File: src/logic/ebp_defs.vh
/*
  constants for the external bus pin block: strap meanings, cycle kinds,
  bus state codes, chip select count and address width.
  assumes it is included by its bare name from the design files.
*/
`ifndef EBP_DEFS_VH
`define EBP_DEFS_VH

// ----------------------------------------
// strap meanings
// ----------------------------------------
`define EBP_MODE_MUXED      1'b1
`define EBP_MODE_SEPARATE   1'b0
`define EBP_ORDER_BIG       1'b1
`define EBP_ORDER_LITTLE    1'b0

// ----------------------------------------
// cycle kinds
// ----------------------------------------
`define EBP_KIND_READ       2'h0
`define EBP_KIND_WRITE      2'h1
`define EBP_KIND_DUMMY      2'h2

// ----------------------------------------
// bus controller states, one-hot
// ----------------------------------------
`define EBP_ST_IDLE         5'h01
`define EBP_ST_ADDR         5'h02
`define EBP_ST_DATA         5'h04
`define EBP_ST_DRAIN        5'h08
`define EBP_ST_GRANT        5'h10

// ----------------------------------------
// chip select count and address width
// ----------------------------------------
`define EBP_NUM_CS          4
`define EBP_ADDR_W          24

`endif

File: src/logic/ebp_cs_decode.v
/*
  chip select decoder: one high-active hit per address area.
  assumes base and mask come from steady configuration ports.
*/
`timescale 1ns/10ps
`default_nettype none
`include "ebp_defs.vh"

module ebp_cs_decode #(
  parameter NUM_CS = `EBP_NUM_CS,
  parameter AW     = `EBP_ADDR_W
) (
  input  wire [AW-1:0]        i_addr,
  input  wire                 i_active,
  input  wire [NUM_CS*AW-1:0] i_base,
  input  wire [NUM_CS*AW-1:0] i_mask,
  input  wire [NUM_CS-1:0]    i_enable,
  output wire [NUM_CS-1:0]    o_hit
);

  // ----------------------------------------
  // per-select area compare
  // ----------------------------------------
  genvar g;
  generate
    for (g = 0; g < NUM_CS; g = g + 1) begin : g_cs
      wire [AW-1:0] m = i_mask[g*AW +: AW];
      wire [AW-1:0] b = i_base[g*AW +: AW];
      assign o_hit[g] = i_active & i_enable[g] & ((i_addr & m) == (b & m)); // see RULE_04
    end
  endgenerate

endmodule // ebp_cs_decode
`default_nettype wire

File: src/logic/ebp_bus_pins.v
/*
  external bus pin block: straps, separate / multiplexed address-data
  mapping, strobes, chip selects, wait/ready, bus hand-over, port fallback
  and the system clock output.
  assumes the core issues one request at a time and holds it until done.
*/
// Behaviour
// (RULE_01) at reset release, bus-mode strap high means multiplexed, low separate
// (RULE_02) at reset release, byte-order strap high means big endian, low little
// (RULE_03) after reset both strap pins are plain port bits only
// (RULE_04) each chip select is low while the address lies in its area
// (RULE_05) read/write line high for read and dummy cycles, low for writes
// (RULE_06) read strobe asserted while reading external memory
// (RULE_07) low write strobe asserted when writing data lines 0 to 7
// (RULE_08) high write strobe asserted when writing data lines 8 to 15
// (RULE_09) address latch strobe active only for external accesses
// (RULE_10) wait input held active extends the current cycle
// (RULE_11) in ready sense the cycle completes when ready is signalled
// (RULE_12) external master holds bus request to ask for the bus
// (RULE_13) on request, release bus drivers, then assert bus grant
// (RULE_14) separate mode: sixteen data lines, address out through line 23
// (RULE_15) multiplexed mode: data pins share address, address 0-7 on port two
// (RULE_16) ports zero, one, two have per-bit direction
// (RULE_17) strobe-shared port bits are output only when not strobes
// (RULE_18) system clock output shows high or low speed clock by selection
// (RULE_19) each shared pin is port unless its bus function is selected
`timescale 1ns/10ps
`default_nettype none
`include "ebp_defs.vh"

module ebp_bus_pins #(
  parameter NUM_CS = `EBP_NUM_CS,
  parameter AW     = `EBP_ADDR_W
) (
  input  wire                 i_clk,
  input  wire                 i_rst,
  // straps, shared with port bits
  input  wire                 i_bus_strap_port_bit,
  input  wire                 i_order_strap_port_bit,
  output reg                  o_bus_mode_muxed,
  output reg                  o_byte_order_big,
  output reg  [1:0]           o_strap_port_in,
  // core request side
  input  wire                 i_req,
  input  wire [1:0]           i_req_kind,
  input  wire [AW-1:0]        i_req_addr,
  input  wire [15:0]          i_req_wdata,
  input  wire [1:0]           i_req_be,
  input  wire                 i_req_external,
  output reg                  o_done,
  output reg  [15:0]          o_rdata,
  // wait / ready
  input  wire                 i_wait_in,
  input  wire                 i_ready_sense,
  // chip select areas
  input  wire [NUM_CS*AW-1:0] i_cs_base,
  input  wire [NUM_CS*AW-1:0] i_cs_mask,
  input  wire [NUM_CS-1:0]    i_cs_enable,
  // bus hand-over
  input  wire                 i_bus_request_in,
  output reg                  o_bus_grant_out,
  // function selects and port registers
  input  wire [3:0]           i_bus_fn_sel,
  input  wire [23:0]          i_port_out,
  input  wire [23:0]          i_port_dir,
  input  wire [1:0]           i_strobe_port_out,
  // clocks for the system clock output
  input  wire                 i_fast_clk_lvl,
  input  wire                 i_slow_clk_lvl,
  input  wire                 i_clk_sel_slow,
  // pins: data/address lines and port two
  input  wire [15:0]          i_data_lines_in,
  output reg  [15:0]          o_data_lines_out,
  output reg  [15:0]          o_data_lines_oe_n,
  output reg  [7:0]           o_port_two_bits_out,
  output reg  [7:0]           o_port_two_bits_oe_n,
  output reg  [15:0]          o_sep_addr_low,
  // strobe pins
  output reg                  o_read_strobe_n,
  output reg                  o_low_write_strobe_n,
  output reg                  o_high_byte_write_strobe_n,
  output reg                  o_read_write,
  output reg                  o_addr_latch,
  output reg  [NUM_CS-1:0]    o_chip_select_n,
  output reg                  o_system_clock_out
);

  // ----------------------------------------
  // function select bits
  // ----------------------------------------
  // bit0 data/addr lines, bit1 port two, bit2 strobes, bit3 chip selects
  localparam ST_IDLE  = `EBP_ST_IDLE;
  localparam ST_ADDR  = `EBP_ST_ADDR;
  localparam ST_DATA  = `EBP_ST_DATA;
  localparam ST_DRAIN = `EBP_ST_DRAIN;
  localparam ST_GRANT = `EBP_ST_GRANT;

  reg [4:0]    state_r;
  reg [4:0]    state_nxt;
  reg          rst_d_r;
  reg [1:0]    kind_r;
  reg [AW-1:0] addr_r;
  reg [15:0]   wdata_r;
  reg [1:0]    be_r;
  reg          ext_r;
  reg          dfirst_r;
  wire [NUM_CS-1:0] cs_hit;

  // ----------------------------------------
  // straps, caught on the cycle reset goes low
  // ----------------------------------------
  always @(posedge i_clk) begin
    rst_d_r <= i_rst;
    if (rst_d_r & ~i_rst) begin
      o_bus_mode_muxed <= i_bus_strap_port_bit;   // see RULE_01
      o_byte_order_big <= i_order_strap_port_bit; // see RULE_02
    end
  end
  // no reset value: the straps stay undefined until the first reset release
  // (mode and order are only loaded at release)

  always @(posedge i_clk) begin
    if (i_rst) begin
      o_strap_port_in <= 2'h0;
    end else begin
      // after reset these are just port inputs again
      o_strap_port_in <= {i_order_strap_port_bit, i_bus_strap_port_bit}; // see RULE_03
    end
  end

  // ----------------------------------------
  // chip select decode
  // ----------------------------------------
  ebp_cs_decode #(
    .NUM_CS (NUM_CS),
    .AW     (AW)
  ) ebp_cs_decode_inst (
    .i_addr   (addr_r),
    .i_active (ext_r & ((state_r == ST_ADDR) | (state_r == ST_DATA))),
    .i_base   (i_cs_base),
    .i_mask   (i_cs_mask),
    .i_enable (i_cs_enable),
    .o_hit    (cs_hit)
  );

  // ----------------------------------------
  // bus controller state machine
  // ----------------------------------------
  // wait: high holds the cycle; ready sense: low holds until ready comes
  wire hold_cycle = i_ready_sense ? ~i_wait_in : i_wait_in; // see RULE_10 see RULE_11

  always @* begin
    state_nxt = state_r;
    case (state_r)
      ST_IDLE: begin
        if (i_bus_request_in) begin
          state_nxt = ST_DRAIN; // see RULE_12
        end else if (i_req & ~o_done) begin
          state_nxt = ST_ADDR;
        end
      end
      ST_ADDR: begin
        state_nxt = ST_DATA;
      end
      ST_DATA: begin
        // first data cycle always stands: the strobes only reach the pins at its end
        if (~dfirst_r & (~ext_r | ~hold_cycle)) begin
          state_nxt = ST_IDLE;
        end
      end
      ST_DRAIN: begin
        state_nxt = i_bus_request_in ? ST_GRANT : ST_IDLE;
      end
      ST_GRANT: begin
        if (~i_bus_request_in) begin
          state_nxt = ST_IDLE;
        end
      end
      default: begin
        state_nxt = ST_IDLE;
      end
    endcase
  end

  always @(posedge i_clk) begin
    if (i_rst) begin
      state_r <= ST_IDLE;
      kind_r  <= `EBP_KIND_DUMMY;
      addr_r  <= {AW{1'b0}};
      wdata_r <= 16'h0000;
      be_r    <= 2'h0;
      ext_r   <= 1'b0;
      o_done  <= 1'b0;
      o_rdata <= 16'h0000;
      dfirst_r <= 1'b0;
    end else begin
      state_r <= state_nxt;
      dfirst_r <= (state_r == ST_ADDR);
      o_done  <= (state_r == ST_DATA) & (state_nxt == ST_IDLE);
      if ((state_r == ST_IDLE) & (state_nxt == ST_ADDR)) begin
        kind_r  <= i_req_kind;
        addr_r  <= i_req_addr;
        wdata_r <= i_req_wdata;
        be_r    <= i_req_be;
        ext_r   <= i_req_external;
      end
      if ((state_r == ST_DATA) & (state_nxt == ST_IDLE) & (kind_r == `EBP_KIND_READ)) begin
        o_rdata <= i_data_lines_in;
      end
    end
  end

  // ----------------------------------------
  // pin outputs
  // ----------------------------------------
  wire in_cyc   = ext_r & ((state_r == ST_ADDR) | (state_r == ST_DATA));
  wire in_data  = ext_r & (state_r == ST_DATA);
  // strobes drop on the exit edge, so read data is taken while they still stand
  wire strobe_on = in_data & (state_nxt == ST_DATA);
  wire is_rd    = (kind_r == `EBP_KIND_READ);
  wire is_wr    = (kind_r == `EBP_KIND_WRITE);
  wire granted  = (state_r == ST_GRANT) | (state_r == ST_DRAIN);
  wire muxed    = o_bus_mode_muxed;
  wire [15:0] dl_nxt;
  wire [15:0] dl_oe_nxt;
  wire [7:0]  p2_nxt;
  wire [7:0]  p2_oe_nxt;

  // data lines: muxed mode shows address in the address phase
  wire [15:0] bus_dl    = (muxed & (state_r == ST_ADDR)) ? addr_r[15:0] : wdata_r; // see RULE_15
  wire        bus_dl_dr = in_cyc & ((muxed & (state_r == ST_ADDR)) | (in_data & is_wr));
  // port two: address 16-23 in separate mode, 0-7 in muxed mode
  wire [7:0]  bus_p2    = muxed ? addr_r[7:0] : addr_r[23:16]; // see RULE_14 see RULE_15

  genvar g;
  generate
    for (g = 0; g < 16; g = g + 1) begin : g_dl
      // bus function only where selected, else the port bit with its own direction
      assign dl_nxt[g]    = i_bus_fn_sel[0] ? bus_dl[g] : i_port_out[g];         // see RULE_19
      assign dl_oe_nxt[g] = i_bus_fn_sel[0] ? ~(bus_dl_dr & ~granted)
                                            : ~i_port_dir[g];                    // see RULE_16
    end
    for (g = 0; g < 8; g = g + 1) begin : g_p2
      assign p2_nxt[g]    = i_bus_fn_sel[1] ? bus_p2[g] : i_port_out[16+g];      // see RULE_19
      assign p2_oe_nxt[g] = i_bus_fn_sel[1] ? granted : ~i_port_dir[16+g];       // see RULE_16
    end
  endgenerate

  reg sclk_src_r;

  always @(posedge i_clk) begin
    if (i_rst) begin
      o_data_lines_out           <= 16'h0000;
      o_data_lines_oe_n          <= 16'hFFFF;
      o_port_two_bits_out        <= 8'h00;
      o_port_two_bits_oe_n       <= 8'hFF;
      o_sep_addr_low             <= 16'h0000;
      o_read_strobe_n            <= 1'b1;
      o_low_write_strobe_n       <= 1'b1;
      o_high_byte_write_strobe_n <= 1'b1;
      o_read_write               <= 1'b1;
      o_addr_latch               <= 1'b0;
      o_chip_select_n            <= {NUM_CS{1'b1}};
      o_bus_grant_out            <= 1'b0;
      o_system_clock_out         <= 1'b0;
      sclk_src_r                 <= 1'b0;
    end else begin
      o_data_lines_out     <= dl_nxt;
      o_data_lines_oe_n    <= dl_oe_nxt;
      o_port_two_bits_out  <= p2_nxt;
      o_port_two_bits_oe_n <= p2_oe_nxt;
      o_sep_addr_low       <= muxed ? 16'h0000 : addr_r[15:0]; // see RULE_14
      if (i_bus_fn_sel[2]) begin
        o_read_strobe_n            <= ~(strobe_on & is_rd);               // see RULE_06
        o_low_write_strobe_n       <= ~(strobe_on & is_wr & be_r[0]);     // see RULE_07
        o_high_byte_write_strobe_n <= ~(strobe_on & is_wr & be_r[1]);     // see RULE_08
        o_read_write               <= ~(in_cyc & is_wr);                  // see RULE_05
        o_addr_latch               <= ext_r & (state_r == ST_ADDR);       // see RULE_09
      end else begin
        // read and low write strobes become output-only port bits when strobes are not selected
        o_read_strobe_n            <= i_strobe_port_out[0];               // see RULE_17
        o_low_write_strobe_n       <= i_strobe_port_out[1];               // see RULE_17
        o_high_byte_write_strobe_n <= 1'b1;
        o_read_write               <= 1'b1;
        o_addr_latch               <= 1'b0;
      end
      o_chip_select_n <= i_bus_fn_sel[3] ? ~cs_hit : {NUM_CS{1'b1}};       // see RULE_04
      // grant only once drivers are already released, one cycle later
      o_bus_grant_out <= (state_r == ST_GRANT);                            // see RULE_13
      sclk_src_r         <= i_clk_sel_slow;
      o_system_clock_out <= sclk_src_r ? i_slow_clk_lvl : i_fast_clk_lvl;  // see RULE_18
    end
  end

endmodule // ebp_bus_pins
`default_nettype wire

File: config.mk
export PLATFORM = sky130hd
export DESIGN_NAME = ebp_bus_pins
export DESIGN_NICKNAME = d
export VERILOG_FILES = /design/src/logic/ebp_cs_decode.v /design/src/logic/ebp_bus_pins.v
export VERILOG_INCLUDE_DIRS = /design/src /design/src/logic
export SDC_FILE = /design/constraint.sdc
export NUM_CORES = 1
export LEC_CHECK = 0
export BUFFER_PORTS_ARGS = -buffer_cell sky130_fd_sc_hd__clkbuf_2
export CORE_AREA = 2 2 162 164
export CTS_CLUSTER_DIAMETER = 50
export DETAILED_ROUTE_END_ITERATION = 10
export DIE_AREA = 0 0 164 166
export GPL_ROUTABILITY_DRIVEN = 0
export RECOVER_POWER = 50
export SLEW_MARGIN = 20
export SYNTH_ARGS = -nofsm -noshare
export SYNTH_HDL_FRONTEND = slang
export SYNTH_SLANG_ARGS = --single-unit
File: constraint.sdc
create_clock -name i_clk -period 5.3 [get_ports i_clk]
set_clock_uncertainty 0.15 [all_clocks]
set_input_delay 0 -clock i_clk [delete_from_list [all_inputs] [get_ports i_clk]]
set_output_delay 0 -clock i_clk [all_outputs]
set_load 0.01 [all_outputs]
* Yosys cells after proc, flatten, opt, wreduce, memory -nomap -nowiden
Cells that the tools add are included.
** Word-level totals
- Register bits :: 149
- Output and inout bits :: 96
- Word-level logic and storage cells :: 182
** Operators by class
- Reductions and logical operators :: 4
- Mux-type cells :: 60
- Bitwise operators :: 78
- Equality and inequality tests :: 13
** Operator list (count)
- AND 24 bit :: 8
- equality test 24 bit :: 4
- two-way mux 1 bit :: 52
- NOT 1 bit :: 38
- AND 1 bit :: 27
- two-way mux 5 bit :: 5
- case mux 5 bit (5 select lines) :: 1
- two-way mux 16 bit :: 1
- equality test 5 x 1 -> 1 bit (second input constant) :: 2
- equality test 5 x 2 -> 1 bit (second input constant) :: 2
- equality test 5 x 3 -> 1 bit (second input constant) :: 2
- two-way mux 8 bit :: 1
- OR reduction 2 bit :: 3
- equality test 5 x 4 -> 1 bit (second input constant) :: 1
- equality test 5 bit (second input constant) :: 1
- NOT 4 bit :: 1
- OR 1 bit :: 4
- equality test 2 x 1 -> 1 bit (second input constant) :: 1
- zero test 2 bit :: 1

* Depth between registers and ports, before layout
- Depth after elaboration :: 13
- Mapped depth :: 8
- Gate-level depth less buffers :: 5

* By module
Synthesis repeated with hierarchy kept, for this count alone.
** Unflattened totals
- Cells, all modules :: 696
- Area, all modules :: 6678.9 sq um
** Modules (own cells, without submodules)
- ebp_bus_pins :: area each 5318.9 sq um, cells an instance 536, sequential area each 3002.9 sq um, instances 1
- ebp_cs_decode :: area each 1360.1 sq um, cells an instance 160, sequential area each 0.0 sq um, instances 1

* Least setup slack after synthesis
OpenSTA, ideal clock, no wires.
- Path kind :: register to register
- From :: register o_bus_mode_muxed
- To :: register o_data_lines_oe_n[10]
- Arrival :: 1528 ps
- Required time :: 5015 ps
- Stages on the path, launching flop included :: 8
- Library setup time :: 135 ps
- Buffers on the path :: 3
- Slack :: 3487 ps
- Path through :: edfxtp_1 > buf_2 > and4_1 > buf_4 > nand2_1 > a31oi_4 > buf_6 > o21ai_2
** Between the ends
- Cells in the longest elaborated chain, start to end :: 6
** RTL lines
- from (decl) :: RTL line ebp_bus_pins.v:40 : output reg o_bus_mode_muxed,
- from (signal assigned) :: RTL line ebp_bus_pins.v:115 : o_bus_mode_muxed <= i_bus_strap_port_bit;
- AND 1 bit :: RTL line ebp_bus_pins.v:231 : wire bus_dl_dr = in_cyc & ((muxed & (state_r == ST_ADDR)) | (in_data & is_wr));
- OR 1 bit :: RTL line ebp_bus_pins.v:231
- AND 1 bit :: RTL line ebp_bus_pins.v:231
- AND 1 bit :: RTL line ebp_bus_pins.v:240 : assign dl_oe_nxt[g] = i_bus_fn_sel[0] ? ~(bus_dl_dr & ~granted)
- NOT 1 bit :: RTL line ebp_bus_pins.v:240
- two-way mux 1 bit :: RTL line ebp_bus_pins.v:240
- to (signal assigned) :: RTL line ebp_bus_pins.v:269 : o_data_lines_oe_n <= dl_oe_nxt;
- to (decl) :: RTL line ebp_bus_pins.v:74 : output reg [15:0] o_data_lines_oe_n,
Every way passes these cells.
A chain may end at the register's enable or synchronous reset.

==> flow_summary_export.csv <==
group,metric,value,unit
outcome,status,"complete, but fails checks",
outcome,violations,"capacitance limit, slew limit",
floorplanning,initial_core_util,26.0,%
sta,final.min_clock_period,4.12,ns
sta,setup_viol,0,
sta,fmax,243,MHz
cts,clk_path_buf_depth,2,
global_route,overflow,0,
synth,synth_edf_count,2,
global_route,grt_pass1_wl,40200,microns
critical_path,end_kind,"flip-flop",
synth,synth_area_leaders,"dfxtp_1 (44%), xor2_1 (13%), mux2i_1 (6.2%)",
route,vias_per_cell,4.50,
global_route,antenna_found_initial,4,
sta,period_share,77.7,%
placement,place_ws,2.16,ns
synth,syn_nets,1035,
sta,hold_viol_final,0,
synth,async_flop_share,0,%
synth,syn_inst,713,
route,drc_errors,0,
cts,cts_buffers,17,
hold_path,hp-class,"in2reg",
pwr,p_leak,4.99,nW
global_route,grt_util_all_layers,19.8,%
sta,fin_tns_setup,0,ns
route,vias,7198,
route,dr.pass1.iters,5,
floorplanning,io_pins,418,
critical_path,crit_arrival,4.32,ns
synth,seq_area_frac_synth,45.1,%
synth,ys_types,46,
finish,nNetsFinal,1570,
floorplanning,dieWidth,164,microns
synth,syn_area_per_cell,9.34,sq um
global_route,top_usage_layer,"met2",
global_route,grtUsageMet3,5.84,%
sta,slew_headroom,-60.0,%
pwr,power_density,276,mW/mm^2
placement,post-dp-hpwl,20700,microns
finish,area_growth,64.1,%
floorplanning,dieArea,0.0272,sq mm
synth,synth_common_cells,"dfxtp_1 (147), nand2_1 (98), xor2_1 (98), nor2_1 (51), a21oi_1 (49)",
cts,insertion_delay,0.42,ns
route,drt_iter0_drc,471,
synth,synth_seq_cells,149,
global_route,grtUsageMet2,31.4,%
cts,postCtsSetupBuffers,0,
floorplanning,die-height,166,microns
sta,drv_slew,54,
finish,nFillCells,2584,
global_route,grt_util_met1,26.3,%
pwr,irDropWorstVdd,0.171,mV
finish,final_util,42.7,%
sta,rsz0062_at_grt,"no",
global_route,grt_pass1_vias,6975,
placement,io_buffers,417,
cts,clock_sink_count,149,
critical_path,setup.worst_path.class,"in2reg",
floorplanning,rows,59,
route,drt_wl_total,28300,microns
synth,synth_top_cell_area_share,44.2,%
critical_path,required,5.51,ns
route,wire_per_inst,17.7,microns
critical_path,reg2reg_slack,1.77,ns
critical_path,cp_max_fo,54,
synth,synthesis.area,0.00666,sq mm
synth,synth_area_leader_cell,"dfxtp_1",
finish,drive_above_1_share,29.7,%
critical_path,startpoint_type,"primary input",
sta,worst_pin_slew,2.40,ns
floorplanning,core,0.0256,sq mm
synth,synth-main-ff-cell,"dfxtp_1",
synth,ys_warn_count,0,
global_route,grt_max_degree,55,
cts,clk_pin_slew,0.06,ns
job,maxCapViolations,1,
cts,htree_levels,4,
cts,cts_root_buffer,"clkbuf_16",
route,ant_nets,0,
cts,cts_tree,"yes",
synth,yosysMostFrequentCell,"dfxtp_1",
sta,setup_slack,1.18,ns
-- worst max-delay path, stage by stage --
cell and delay [ns]:
dlygate4sd3_1 0.55, buf_4 0.51, clkbuf_1 1.76, nor3_1 0.15, dlygate4sd3_1 0.66, a21oi_1 0.11
dlygate4sd3_1 0.55
-- logic make-up (layout without fill, tap and decap cells) --
logic type             Yosys count  in the layout  synth area share [%]
AND/OR/NAND/NOR                218            218                  16.0
flip-flops                     149            149                  45.1
AO/OA/AOI/OAI                  145            145                  14.9
XOR/XNOR                       100            100                  13.2
buffers and inverters           60            608                  4.74
multiplexers                    41             41                  6.16
other                            0              2                     0
-- metal layers --
metal | share of wire, % | vias up
li1 | - | 3533
met1 | 44 | 3317
met2 | 46 | 308
met3 | 8.4 | 36
met4 | 1.4 | 4
met5 | 0.099 | -
-- report_power, final --
group	leakage (nW)	internal, mW	switching [mW]
Combinational	3.48	0.272	0.235
Sequential	1.22	1.17	0.0649
Clock	0.294	0.769	0.505
Total	4.99	2.22	0.805
-- stage by stage --
stage / std cells / instance area [sq um] / total power [mW] / hold WS (ns)
floorplan: 713 / 6660 / 1.46 / -0.122
global placement: 1408 / 8870 / 1.68 / 0.0266
detailed placement: 1408 / 8880 / 1.68 / 0.0275
CTS: 1596 / 11000 / 3.05 / 0.000893
global route: 1596 / 10900 / 3.14 / 0.0376
finish: 1598 / 10900 / 3.02 / 0.00900
-- repair_timing --
action                                 CTS  global route
endpoints found under the hold margin  128             0
resized for setup                        0             0
hold buffers                           156             0
-- cells in the final DEF (no fill, tap or decap), types with 24 or more instances in the layout --
cell type | synthesis | final
nand2_1 | 98 | 98
a21oi_1 | 49 | 49
xor2_1 | 98 | 98
clkbuf_1 | 41 | 101
clkbuf_2 | 0 | 318
dlygate4sd3_1 | 0 | 156
mux2i_1 | 41 | 41
a211oi_1 | 24 | 24
nor2_1 | 51 | 50
dfxtp_1 | 147 | 147
-- final cells by class --
cell class                      count  area, sq um  area share, %
Clock buffer                       21          460           4.21
Tap cell                          335          419           3.84
Multi-Input combinational cell    504         3340           30.6
Clock inverter                     11          150           1.37
Antenna cell                        2         5.00         0.0458
Timing Repair Buffer              576         3550           32.5
Sequential cell                   149         3000           27.5
-- final timing paths --
| kind | from | to | depth (start not counted) |
|---|---|---|---|
| hold / removal | i_bus_fn_sel[1] | o_port_two_bits_oe_n[5]$_SDFF_PP1_ | 2 |
| setup / recovery | i_rst | o_read_strobe_n$_SDFF_PP1_ | 7 |
| hold reg to reg | be_r[1]$_SDFFE_PP0P_ | o_high_byte_write_strobe_n$_SDFF_PP1_ | 1 |
| setup reg to reg | addr_r[8]$_SDFFE_PP0P_ | o_chip_select_n[1]$_SDFF_PP1_ | 8 |
-- flip-flops by register name, summed over array words and instances (netlist names), 2 cells and up --
register and flops:
be_r 2, o_port_two_bits_oe_n 8, o_port_two_bits_out 8, state_r 5, o_rdata 16, wdata_r 16, addr_r 24, kind_r 2
o_data_lines_oe_n 16, o_chip_select_n 4, o_strap_port_in 2, o_sep_addr_low 16, o_data_lines_out 16
(Power assumes the default switching activity.)
